**src/design/pbo_pkg.sv**
```systemverilog
package pbo_pkg;
  // ------------------------------------------------------------
  // pin positions within the port
  // ------------------------------------------------------------
  localparam int unsigned PIN_CNT = 8;
  localparam int unsigned POS_SCK = 7;
  localparam int unsigned POS_MISO = 6;
  localparam int unsigned POS_MOSI = 5;
  localparam int unsigned POS_SS = 4;
  localparam int unsigned POS_CMPA = 3;
  localparam int unsigned POS_IRQ2 = 2;
  localparam int unsigned POS_DIVIDED_CLOCK_OUT = 1;
  localparam int unsigned POS_XCK = 0;

  // ------------------------------------------------------------
  // values after reset and counts of cycles
  // ------------------------------------------------------------
  localparam logic [7:0] PIN_RST = 8'h00;
  localparam logic BIT_RST = 1'h0;
  // half period of the divided clock output, in mclk cycles
  localparam int unsigned DIVIDED_CLOCK_OUT_HALF_CYC = 1;
  localparam logic [7:0] DIVIDED_CLOCK_OUT_CNT_RST = 8'h00;
endpackage : pbo_pkg

```
**src/design/pbo_port_override.sv**
```systemverilog
// Operation
// - slave spi forces clock pin input
// - master spi forces data-in pin input
// - slave spi forces data-out pin input
// - slave spi forces select pin input
// - slave active only while select low
// - forced spi inputs keep port pull-up
// - spi data pins carry driving side value
// - compare b drives pin 4 when output
// - compare a drives pin 3 when output
// - fuse forces divided clock on pin 1
// - usart sync clock on pin 0
// - pin change mask forces input enable
// - irq2 or pin change enables pin 2
// - pins 1 and 0 feed timer counts
// - override enables select override values
// - input enable override beats sleep state
`timescale 1ns/1ps
`default_nettype none
module pbo_port_override
  import pbo_pkg::*;
#(
  parameter int unsigned DIVIDED_CLOCK_OUT_HALF = DIVIDED_CLOCK_OUT_HALF_CYC
) (
  input wire logic mclk,
  input wire logic resetn,
  input wire logic por_n,
  input wire logic [7:0] pad_in,
  output logic [7:0] pad_out,
  output logic [7:0] pad_oe,
  output logic [7:0] pullup_en,
  output logic [7:0] din_en,
  input wire logic [7:0] dir_bits,
  input wire logic [7:0] out_bits,
  input wire logic global_pullup_disable,
  input wire logic sleep_active,
  input wire logic spi_enable_flag,
  input wire logic spi_master_select,
  input wire logic spi_sck_out,
  input wire logic spi_slave_out,
  input wire logic spi_master_out,
  input wire logic timer0_compare_a_out,
  input wire logic timer0_compare_a_en,
  input wire logic timer0_compare_b_out,
  input wire logic timer0_compare_b_en,
  input wire logic clock_out_fuse,
  input wire logic usart0_sync_mode,
  input wire logic usart0_sync_clock_out,
  input wire logic ext_irq2_enable,
  input wire logic pin_change_group1_enable,
  input wire logic [7:0] pin_change_mask,
  output logic spi_sck_in,
  output logic spi_master_in,
  output logic spi_slave_in,
  output logic spi_select_in,
  output logic spi_slave_active,
  output logic ext_irq2_in,
  output logic [7:0] pin_change_in,
  output logic timer0_ext_count_in,
  output logic timer1_ext_count_in,
  output logic usart0_sync_clock_in,
  output logic divided_clock_out
);

  // ------------------------------------------------------------
  // override signal generation
  // ------------------------------------------------------------
  logic spi_slv;
  logic spi_mst;
  logic [7:0] pullup_override_en;
  logic [7:0] puov;
  logic [7:0] dir_override_en;
  logic [7:0] ddov;
  logic [7:0] value_override_en;
  logic [7:0] pvov;
  logic [7:0] input_enable_override_en;
  logic [7:0] input_enable_override_val;
  logic divided_clock_out_ff;

  assign spi_slv = spi_enable_flag & ~spi_master_select;
  assign spi_mst = spi_enable_flag & spi_master_select;

  // per-pin override enables and values
  always_comb begin
    pullup_override_en = 8'h00;
    puov = 8'h00;
    dir_override_en = 8'h00;
    ddov = 8'h00;
    value_override_en = 8'h00;
    pvov = 8'h00;
    input_enable_override_en = pin_change_mask & {PIN_CNT{pin_change_group1_enable}};
    input_enable_override_val = 8'hFF;
    dir_override_en[POS_SCK] = spi_slv;
    dir_override_en[POS_MISO] = spi_mst;
    dir_override_en[POS_MOSI] = spi_slv;
    dir_override_en[POS_SS] = spi_slv;
    pullup_override_en = dir_override_en;
    puov = out_bits & {PIN_CNT{~global_pullup_disable}};
    value_override_en[POS_SCK] = spi_mst;
    pvov[POS_SCK] = spi_sck_out;
    value_override_en[POS_MISO] = spi_slv;
    pvov[POS_MISO] = spi_slave_out;
    value_override_en[POS_MOSI] = spi_mst;
    pvov[POS_MOSI] = spi_master_out;
    value_override_en[POS_SS] = timer0_compare_b_en;
    pvov[POS_SS] = timer0_compare_b_out;
    value_override_en[POS_CMPA] = timer0_compare_a_en;
    pvov[POS_CMPA] = timer0_compare_a_out;
    input_enable_override_en[POS_IRQ2] = ext_irq2_enable | input_enable_override_en[POS_IRQ2];
    dir_override_en[POS_DIVIDED_CLOCK_OUT] = clock_out_fuse;
    ddov[POS_DIVIDED_CLOCK_OUT] = clock_out_fuse;
    value_override_en[POS_DIVIDED_CLOCK_OUT] = clock_out_fuse;
    pvov[POS_DIVIDED_CLOCK_OUT] = divided_clock_out_ff;
    // sync clock driven when direction set
    value_override_en[POS_XCK] = usart0_sync_mode & dir_bits[POS_XCK];
    pvov[POS_XCK] = usart0_sync_clock_out;
  end

  // ------------------------------------------------------------
  // pad drive
  // ------------------------------------------------------------
  logic [7:0] oe_ff;
  logic [7:0] out_ff;
  logic [7:0] pu_ff;
  logic [7:0] nxt_oe;
  logic [7:0] nxt_out;
  logic [7:0] nxt_pu;

  // final driver, value and pull-up selection
  always_comb begin
    nxt_oe = (dir_override_en & ddov) | (~dir_override_en & dir_bits);
    nxt_out = (value_override_en & pvov) | (~value_override_en & out_bits);
    nxt_pu = (pullup_override_en & puov)
           | (~pullup_override_en & out_bits & ~dir_bits & {PIN_CNT{~global_pullup_disable}});
    // a pin that drives never pulls up
    nxt_pu = nxt_pu & ~nxt_oe;
  end

  // pad flops sit on power-on reset so the clock output runs in reset
  always_ff @(posedge mclk or negedge por_n) begin
    if (!por_n) begin
      oe_ff <= PIN_RST;
      out_ff <= PIN_RST;
      pu_ff <= PIN_RST;
    end else begin
      oe_ff <= nxt_oe;
      out_ff <= nxt_out;
      pu_ff <= nxt_pu;
    end
  end

  assign pad_oe = oe_ff;
  assign pad_out = out_ff;
  assign pullup_en = pu_ff;

  // ------------------------------------------------------------
  // divided clock output
  // ------------------------------------------------------------
  logic [7:0] divided_clock_out_cnt_ff;
  logic [7:0] nxt_divided_clock_out_cnt;
  logic nxt_divided_clock_out;

  // divider toggles every DIVIDED_CLOCK_OUT_HALF cycles
  always_comb begin
    nxt_divided_clock_out_cnt = divided_clock_out_cnt_ff + 8'h01;
    nxt_divided_clock_out = divided_clock_out_ff;
    if (divided_clock_out_cnt_ff >= 8'(DIVIDED_CLOCK_OUT_HALF - 1)) begin
      nxt_divided_clock_out_cnt = DIVIDED_CLOCK_OUT_CNT_RST;
      nxt_divided_clock_out = ~divided_clock_out_ff;
    end
  end

  always_ff @(posedge mclk or negedge por_n) begin
    if (!por_n) begin
      divided_clock_out_cnt_ff <= DIVIDED_CLOCK_OUT_CNT_RST;
      divided_clock_out_ff <= BIT_RST;
    end else begin
      divided_clock_out_cnt_ff <= nxt_divided_clock_out_cnt;
      divided_clock_out_ff <= nxt_divided_clock_out;
    end
  end

  assign divided_clock_out = divided_clock_out_ff;

  // ------------------------------------------------------------
  // digital input path
  // ------------------------------------------------------------
  logic [7:0] sync1_ff;
  logic [7:0] sync2_ff;
  logic [7:0] di_ff;
  logic [7:0] die_ff;
  logic act_ff;
  logic [7:0] nxt_die;
  logic [7:0] nxt_di;
  logic nxt_act;

  // input enable, gated input and slave activity
  always_comb begin
    nxt_die = (input_enable_override_en & input_enable_override_val) | (~input_enable_override_en & {PIN_CNT{~sleep_active}});
    nxt_di = sync2_ff & nxt_die;
    nxt_act = spi_slv & ~nxt_di[POS_SS];
  end

  // two-stage synchroniser and gated input flops
  always_ff @(posedge mclk or negedge resetn) begin
    if (!resetn) begin
      sync1_ff <= PIN_RST;
      sync2_ff <= PIN_RST;
      di_ff <= PIN_RST;
      die_ff <= PIN_RST;
      act_ff <= BIT_RST;
    end else begin
      sync1_ff <= pad_in;
      sync2_ff <= sync1_ff;
      di_ff <= nxt_di;
      die_ff <= nxt_die;
      act_ff <= nxt_act;
    end
  end

  assign din_en = die_ff;
  assign pin_change_in = di_ff;
  assign spi_sck_in = di_ff[POS_SCK];
  assign spi_master_in = di_ff[POS_MISO];
  assign spi_slave_in = di_ff[POS_MOSI];
  assign spi_select_in = di_ff[POS_SS];
  assign spi_slave_active = act_ff;
  assign ext_irq2_in = di_ff[POS_IRQ2];
  assign timer1_ext_count_in = di_ff[POS_DIVIDED_CLOCK_OUT];
  assign timer0_ext_count_in = di_ff[POS_XCK];
  assign usart0_sync_clock_in = di_ff[POS_XCK];

  // ------------------------------------------------------------
  // checks
  // ------------------------------------------------------------
  a_sck_slave_in: assert property (@(posedge mclk) disable iff (!resetn)
    spi_slv |=> !pad_oe[POS_SCK])
    else $error("clock pin drives in slave role");

  a_miso_master_in: assert property (@(posedge mclk) disable iff (!resetn)
    spi_mst |=> !pad_oe[POS_MISO])
    else $error("data-in pin drives in master role");

  a_mosi_slave_in: assert property (@(posedge mclk) disable iff (!resetn)
    spi_slv |=> !pad_oe[POS_MOSI])
    else $error("data-out pin drives in slave role");

  a_ss_slave_in: assert property (@(posedge mclk) disable iff (!resetn)
    spi_slv ##1 spi_slv |=> !pad_oe[POS_SS])
    else $error("select pin drives in slave role");

  a_slave_active_cause: assert property (@(posedge mclk) disable iff (!resetn)
    spi_slave_active |-> $past(spi_slv) && !spi_select_in)
    else $error("slave active without low select");

  a_spi_pullup_kept: assert property (@(posedge mclk) disable iff (!resetn)
    spi_slv && out_bits[POS_SCK] && !global_pullup_disable |=> pullup_en[POS_SCK])
    else $error("forced input lost its pull-up");

  a_mosi_master_val: assert property (@(posedge mclk) disable iff (!resetn)
    spi_mst && dir_bits[POS_MOSI] |=> pad_oe[POS_MOSI]
      && pad_out[POS_MOSI] == $past(spi_master_out))
    else $error("master output not on data-out pin");

  a_cmpb_drive: assert property (@(posedge mclk) disable iff (!resetn)
    timer0_compare_b_en && dir_bits[POS_SS] && !spi_slv
      |=> pad_oe[POS_SS] && pad_out[POS_SS] == $past(timer0_compare_b_out))
    else $error("compare b not on pin 4");

  a_cmpa_drive: assert property (@(posedge mclk) disable iff (!resetn)
    timer0_compare_a_en |=> pad_out[POS_CMPA] == $past(timer0_compare_a_out))
    else $error("compare a not on pin 3");

  a_divided_clock_out_forced: assert property (@(posedge mclk) disable iff (!por_n)
    clock_out_fuse |=> pad_oe[POS_DIVIDED_CLOCK_OUT] && pad_out[POS_DIVIDED_CLOCK_OUT] == $past(divided_clock_out_ff))
    else $error("divided clock not on pin 1");

  a_xck_drive: assert property (@(posedge mclk) disable iff (!resetn)
    usart0_sync_mode && dir_bits[POS_XCK]
      |=> pad_oe[POS_XCK] && pad_out[POS_XCK] == $past(usart0_sync_clock_out))
    else $error("sync clock not driven on pin 0");

  a_pc_input_en: assert property (@(posedge mclk) disable iff (!resetn)
    pin_change_group1_enable && pin_change_mask[POS_SCK] |=> din_en[POS_SCK])
    else $error("pin change input not enabled");

  a_irq2_input_en: assert property (@(posedge mclk) disable iff (!resetn)
    ext_irq2_enable |=> din_en[POS_IRQ2])
    else $error("irq2 input not enabled");

  a_sleep_gating: assert property (@(posedge mclk) disable iff (!resetn)
    sleep_active && !pin_change_group1_enable && !ext_irq2_enable |=> din_en == 8'h00)
    else $error("input enabled in sleep without override");

  a_plain_port: assert property (@(posedge mclk) disable iff (!resetn)
    !spi_enable_flag && !clock_out_fuse |=> pad_oe == $past(dir_bits))
    else $error("direction not from port bits");

endmodule : pbo_port_override
`default_nettype wire

```
**config.mk**
```make
export PLATFORM = sky130hd
export DESIGN_NAME = pbo_port_override
export DESIGN_NICKNAME = d
export VERILOG_FILES = /design/src/design/pbo_pkg.sv /design/src/design/pbo_port_override.sv
export SDC_FILE = /design/constraint.sdc
export NUM_CORES = 1
export LEC_CHECK = 0
export ABC_CLOCK_PERIOD_IN_PS = 800
export BUFFER_PORTS_ARGS = -buffer_cell sky130_fd_sc_hd__buf_4
export CORE_ASPECT_RATIO = 0.8
export CORE_MARGIN = 4
export CORE_UTILIZATION = 43
export DETAILED_ROUTE_END_ITERATION = 10
export PLACE_DENSITY = 0.73
export SLEW_MARGIN = 20
export SYNTH_ARGS = -nofsm -noshare
export SYNTH_HDL_FRONTEND = slang
export SYNTH_SLANG_ARGS = --single-unit
export TNS_END_PERCENT = 10
```
**constraint.sdc**
```tcl
create_clock -name mclk -period 0.8 [get_ports mclk]
set_clock_uncertainty 0.1 [all_clocks]
set_input_delay 0.16 -clock mclk [delete_from_list [all_inputs] [get_ports mclk]]
set_output_delay 0.16 -clock mclk [all_outputs]
set_load 0.05 [all_outputs]
```
==> results.cfg <==
[power]
ir_drop_uv = 1530
pwr_density_cell_mw_per_mm2 = 2210
finalPower_mw = 7.05
p_leak_nw = 1.58

[setup_path]
ff2ff_path_depth = 2
critPathBufInv = 1
required_ns = 0.54
cp-end-kind = primary output
critPathCapture = spi_master_in
worst_path_max_delay_cell = dfrtp_2
regToRegSetupSlack_ns = 0.05
critPathTopFamily = flip-flops
worst-path-max-fanout = 2
slowest_delay_ns = 0.42
reg2reg_to = pad_out[1]
arrival_ns = 0.89
rr_startpoint = divided_clock_out
path_class = register to primary output
path_cells = buf_6
cp-start-kind = register
cp.depth = 1
startpoint = pin_change_in[6]

[synthesis]
synth_xor_area_share_pct = 0
synth_top_area_share_pct = 77.1
syn-num-nets = 175
muxShareOfSynthArea_pct = 3.79
syn_area_mm2 = 0.00188
synth_area_leaders = dfrtp_1, nand2_1, buf_4, mux2_2, a21boi_0
synth_compound_area_share_pct = 4.72
yosysWarnings = 0
synth_area_per_cell_um2 = 15.2
yosys.area_share.simple_pct = 9.44
synth_cell_type_count = 20
synth_seq_cells = 58
yosysSeqAreaShare_pct = 77.1
synth_top_family_by_area = simple AND/OR/NAND/NOR gates
synth_cells = 124
synthAdderAreaFrac_pct = 0
yosysTopAreaCell = dfrtp_1

[finish]
fin_util_pct = 75.9
diodes = 0
syn2layout_area_growth_pct = 69.6
nNetsFinal = 293
layout-drive-gt1-share_pct = 57.5
final.fill_count = 275
final_area_mm2 = 0.00319

[sta]
hold_slack_ns = -0.0898
rsz0062_at_grt = yes
worst_pin_slew_ns = 0.321
setup-tns-final_ns = -15.64
min_period_over_period_pct = 144
worst_slew_margin_rel_pct = 78.6
slew_violations = 0
hold_viol = 25
fin_crit_ns = 1.15
finalSetupViolations = 51
setup_slack_ns = -0.355
fmax_mhz = 866

[floorplanning]
core_area_mm2 = 0.00420
initial_core_util_pct = 44.8
ios = 101
die_w_um = 82.0
rows = 21
dieHeight_um = 67.2
die-area_mm2 = 0.00551

[drt]
wl_per_cell_um = 14.4
routed_wl_um = 4380
vias = 1307
drt_iter0_drc = 33
highest_layer = met4
dr.pass1.iters = 4
routed-wl-met3_um = 195
viasPerCell = 4.30
wl_met2_um = 2530
ant_nets = 0
wl_met1_um = 1530
drc = 0

[clock_network]
clockBufferDepth = 2
root_buffer = clkbuf_8
path_clk_slew_ns = 0.06
cts_max_level = 3
cts_sinks = 58
clk_latency_ns = 0.31
numCtsBuffers = 9
cts_tree = done
hold_buffers = 14

[global_route]
grt_use_total_pct = 17.0
antenna_found_initial = 0
grt_pass1_vias = 1441
grt-ovfl-total = 0
grt_pass1_wl_um = 6690
grt_max_degree = 34

[outcome]
status = finished with violations
failed_checks = hold timing, setup timing

[placement]
place_congestion = 0.759
place_area_mm2 = 0.00266
place_ws_ns = -0.167
dp_hpwl_um = 3110
port_buffers = 100

[worst_hold_path]
hold_depth = 2
hp-class = primary input to register

[run]
cap_violations = 0
[registers in the layout, indices dropped and copies added, names as in the netlist]
signal             cells
pad_oe                 8
sync2_ff               8
pullup_en              8
spi_slave_active       1
pad_out                8
pin_change_in          8
divided_clock_out      1
sync1_ff               8
din_en                 8
[synth_stat cells]
cell	instances
dfrtp_1	58
nand2_1	17
buf_4	8
a21boi_0	7
mux2_2	5
a21oi_1	4
nand2b_1	4
nor3b_1	4
and2_2	3
inv_1	3
buf_2	2
a21bo_2	1
a31oi_1	1
and2_1	1
buf_6	1
mux2_4	1
nand2b_4	1
nand3_1	1
nor3_1	1
or2_2	1
[power by group]
group          switching [mW]  leakage (nW)  internal, mW
clock                   0.959         0.106          1.54
sequential             0.0768         0.684          3.10
combinational           0.796         0.790         0.568
total                    1.83          1.58          5.21
[what timing repair did]
item,CTS,global route
setup endpoints to repair,50,81
hold endpoints to repair,99,27
setup buffers,0,0
resized for setup,44,9
[area by class of cell]
cell class	count	area, um^2	area share, %
timing repair buffer	118	1100	34.5
inverter	3	11.3	0.353
multi-input combinational	52	348	10.9
clock buffer	15	196	6.15
tap	57	71.3	2.23
clock inverter	1	5.00	0.157
sequential	58	1460	45.7
[metrics by stage]
| step | hold slack (ns) | std cells |
|---|---|---|
| 4_1_cts | -0.115 | 304 |
| 5_1_grt | -0.102 | 304 |
| 2_1_floorplan | -0.236 | 124 |
| 3_5_place_dp | -0.0245 | 274 |
| 3_3_place_gp | -0.0309 | 274 |
| 6_report | -0.0898 | 304 |
[worst min-delay path by stage]
stage	from	end	slack (ns)
3_5_place_dp	por_n	pad_out[6]	-0.02
4_1_cts	dir_bits[1]	pullup_en[1]	-0.11
2_1_floorplan	resetn	din_en[0]	-0.24
5_1_grt	dir_bits[1]	pullup_en[1]	-0.10
3_3_place_gp	por_n	pullup_en[5]	-0.03
6_report	dir_bits[1]	pullup_en[1]	-0.09
[layout by cell type, fill, tap and decap left out]
| master | instances |
|---|---|
| and2_1 | 1 |
| dfrtp_2 | 7 |
| nor3b_2 | 2 |
| buf_6 | 49 |
| inv_1 | 3 |
| mux2_4 | 1 |
| mux2_2 | 5 |
| a21bo_2 | 1 |
| and2_2 | 3 |
| clkbuf_8 | 14 |
| buf_4 | 57 |
| nor3b_1 | 2 |
| clkbuf_1 | 1 |
| nand2b_4 | 1 |
| clkinv_2 | 1 |
| dlygate4sd3_1 | 12 |
| a21oi_1 | 4 |
| dfrtp_1 | 51 |
| a21boi_0 | 7 |
| nand2_1 | 17 |
| or2_2 | 1 |
| nor3_1 | 1 |
| nand2b_1 | 4 |
| nand3_1 | 1 |
| a31oi_1 | 1 |
[logic make-up (layout without fill, tap and decap cells)]
kind of cell,Yosys count,in the layout
multiplexers,6,6
buffers and inverters,14,137
AND/OR/NAND/NOR,33,33
flip-flops,58,58
AO/OA/AOI/OAI,13,13
[routing by layer]
metal	vias to the layer above	global-route usage (%)
li1	627	-
met1	632	18.1
met2	37	30.3
met3	11	4.93
met4	0	9.13
met5	-	0
Note: power is estimated with default switching activity, not from simulation.
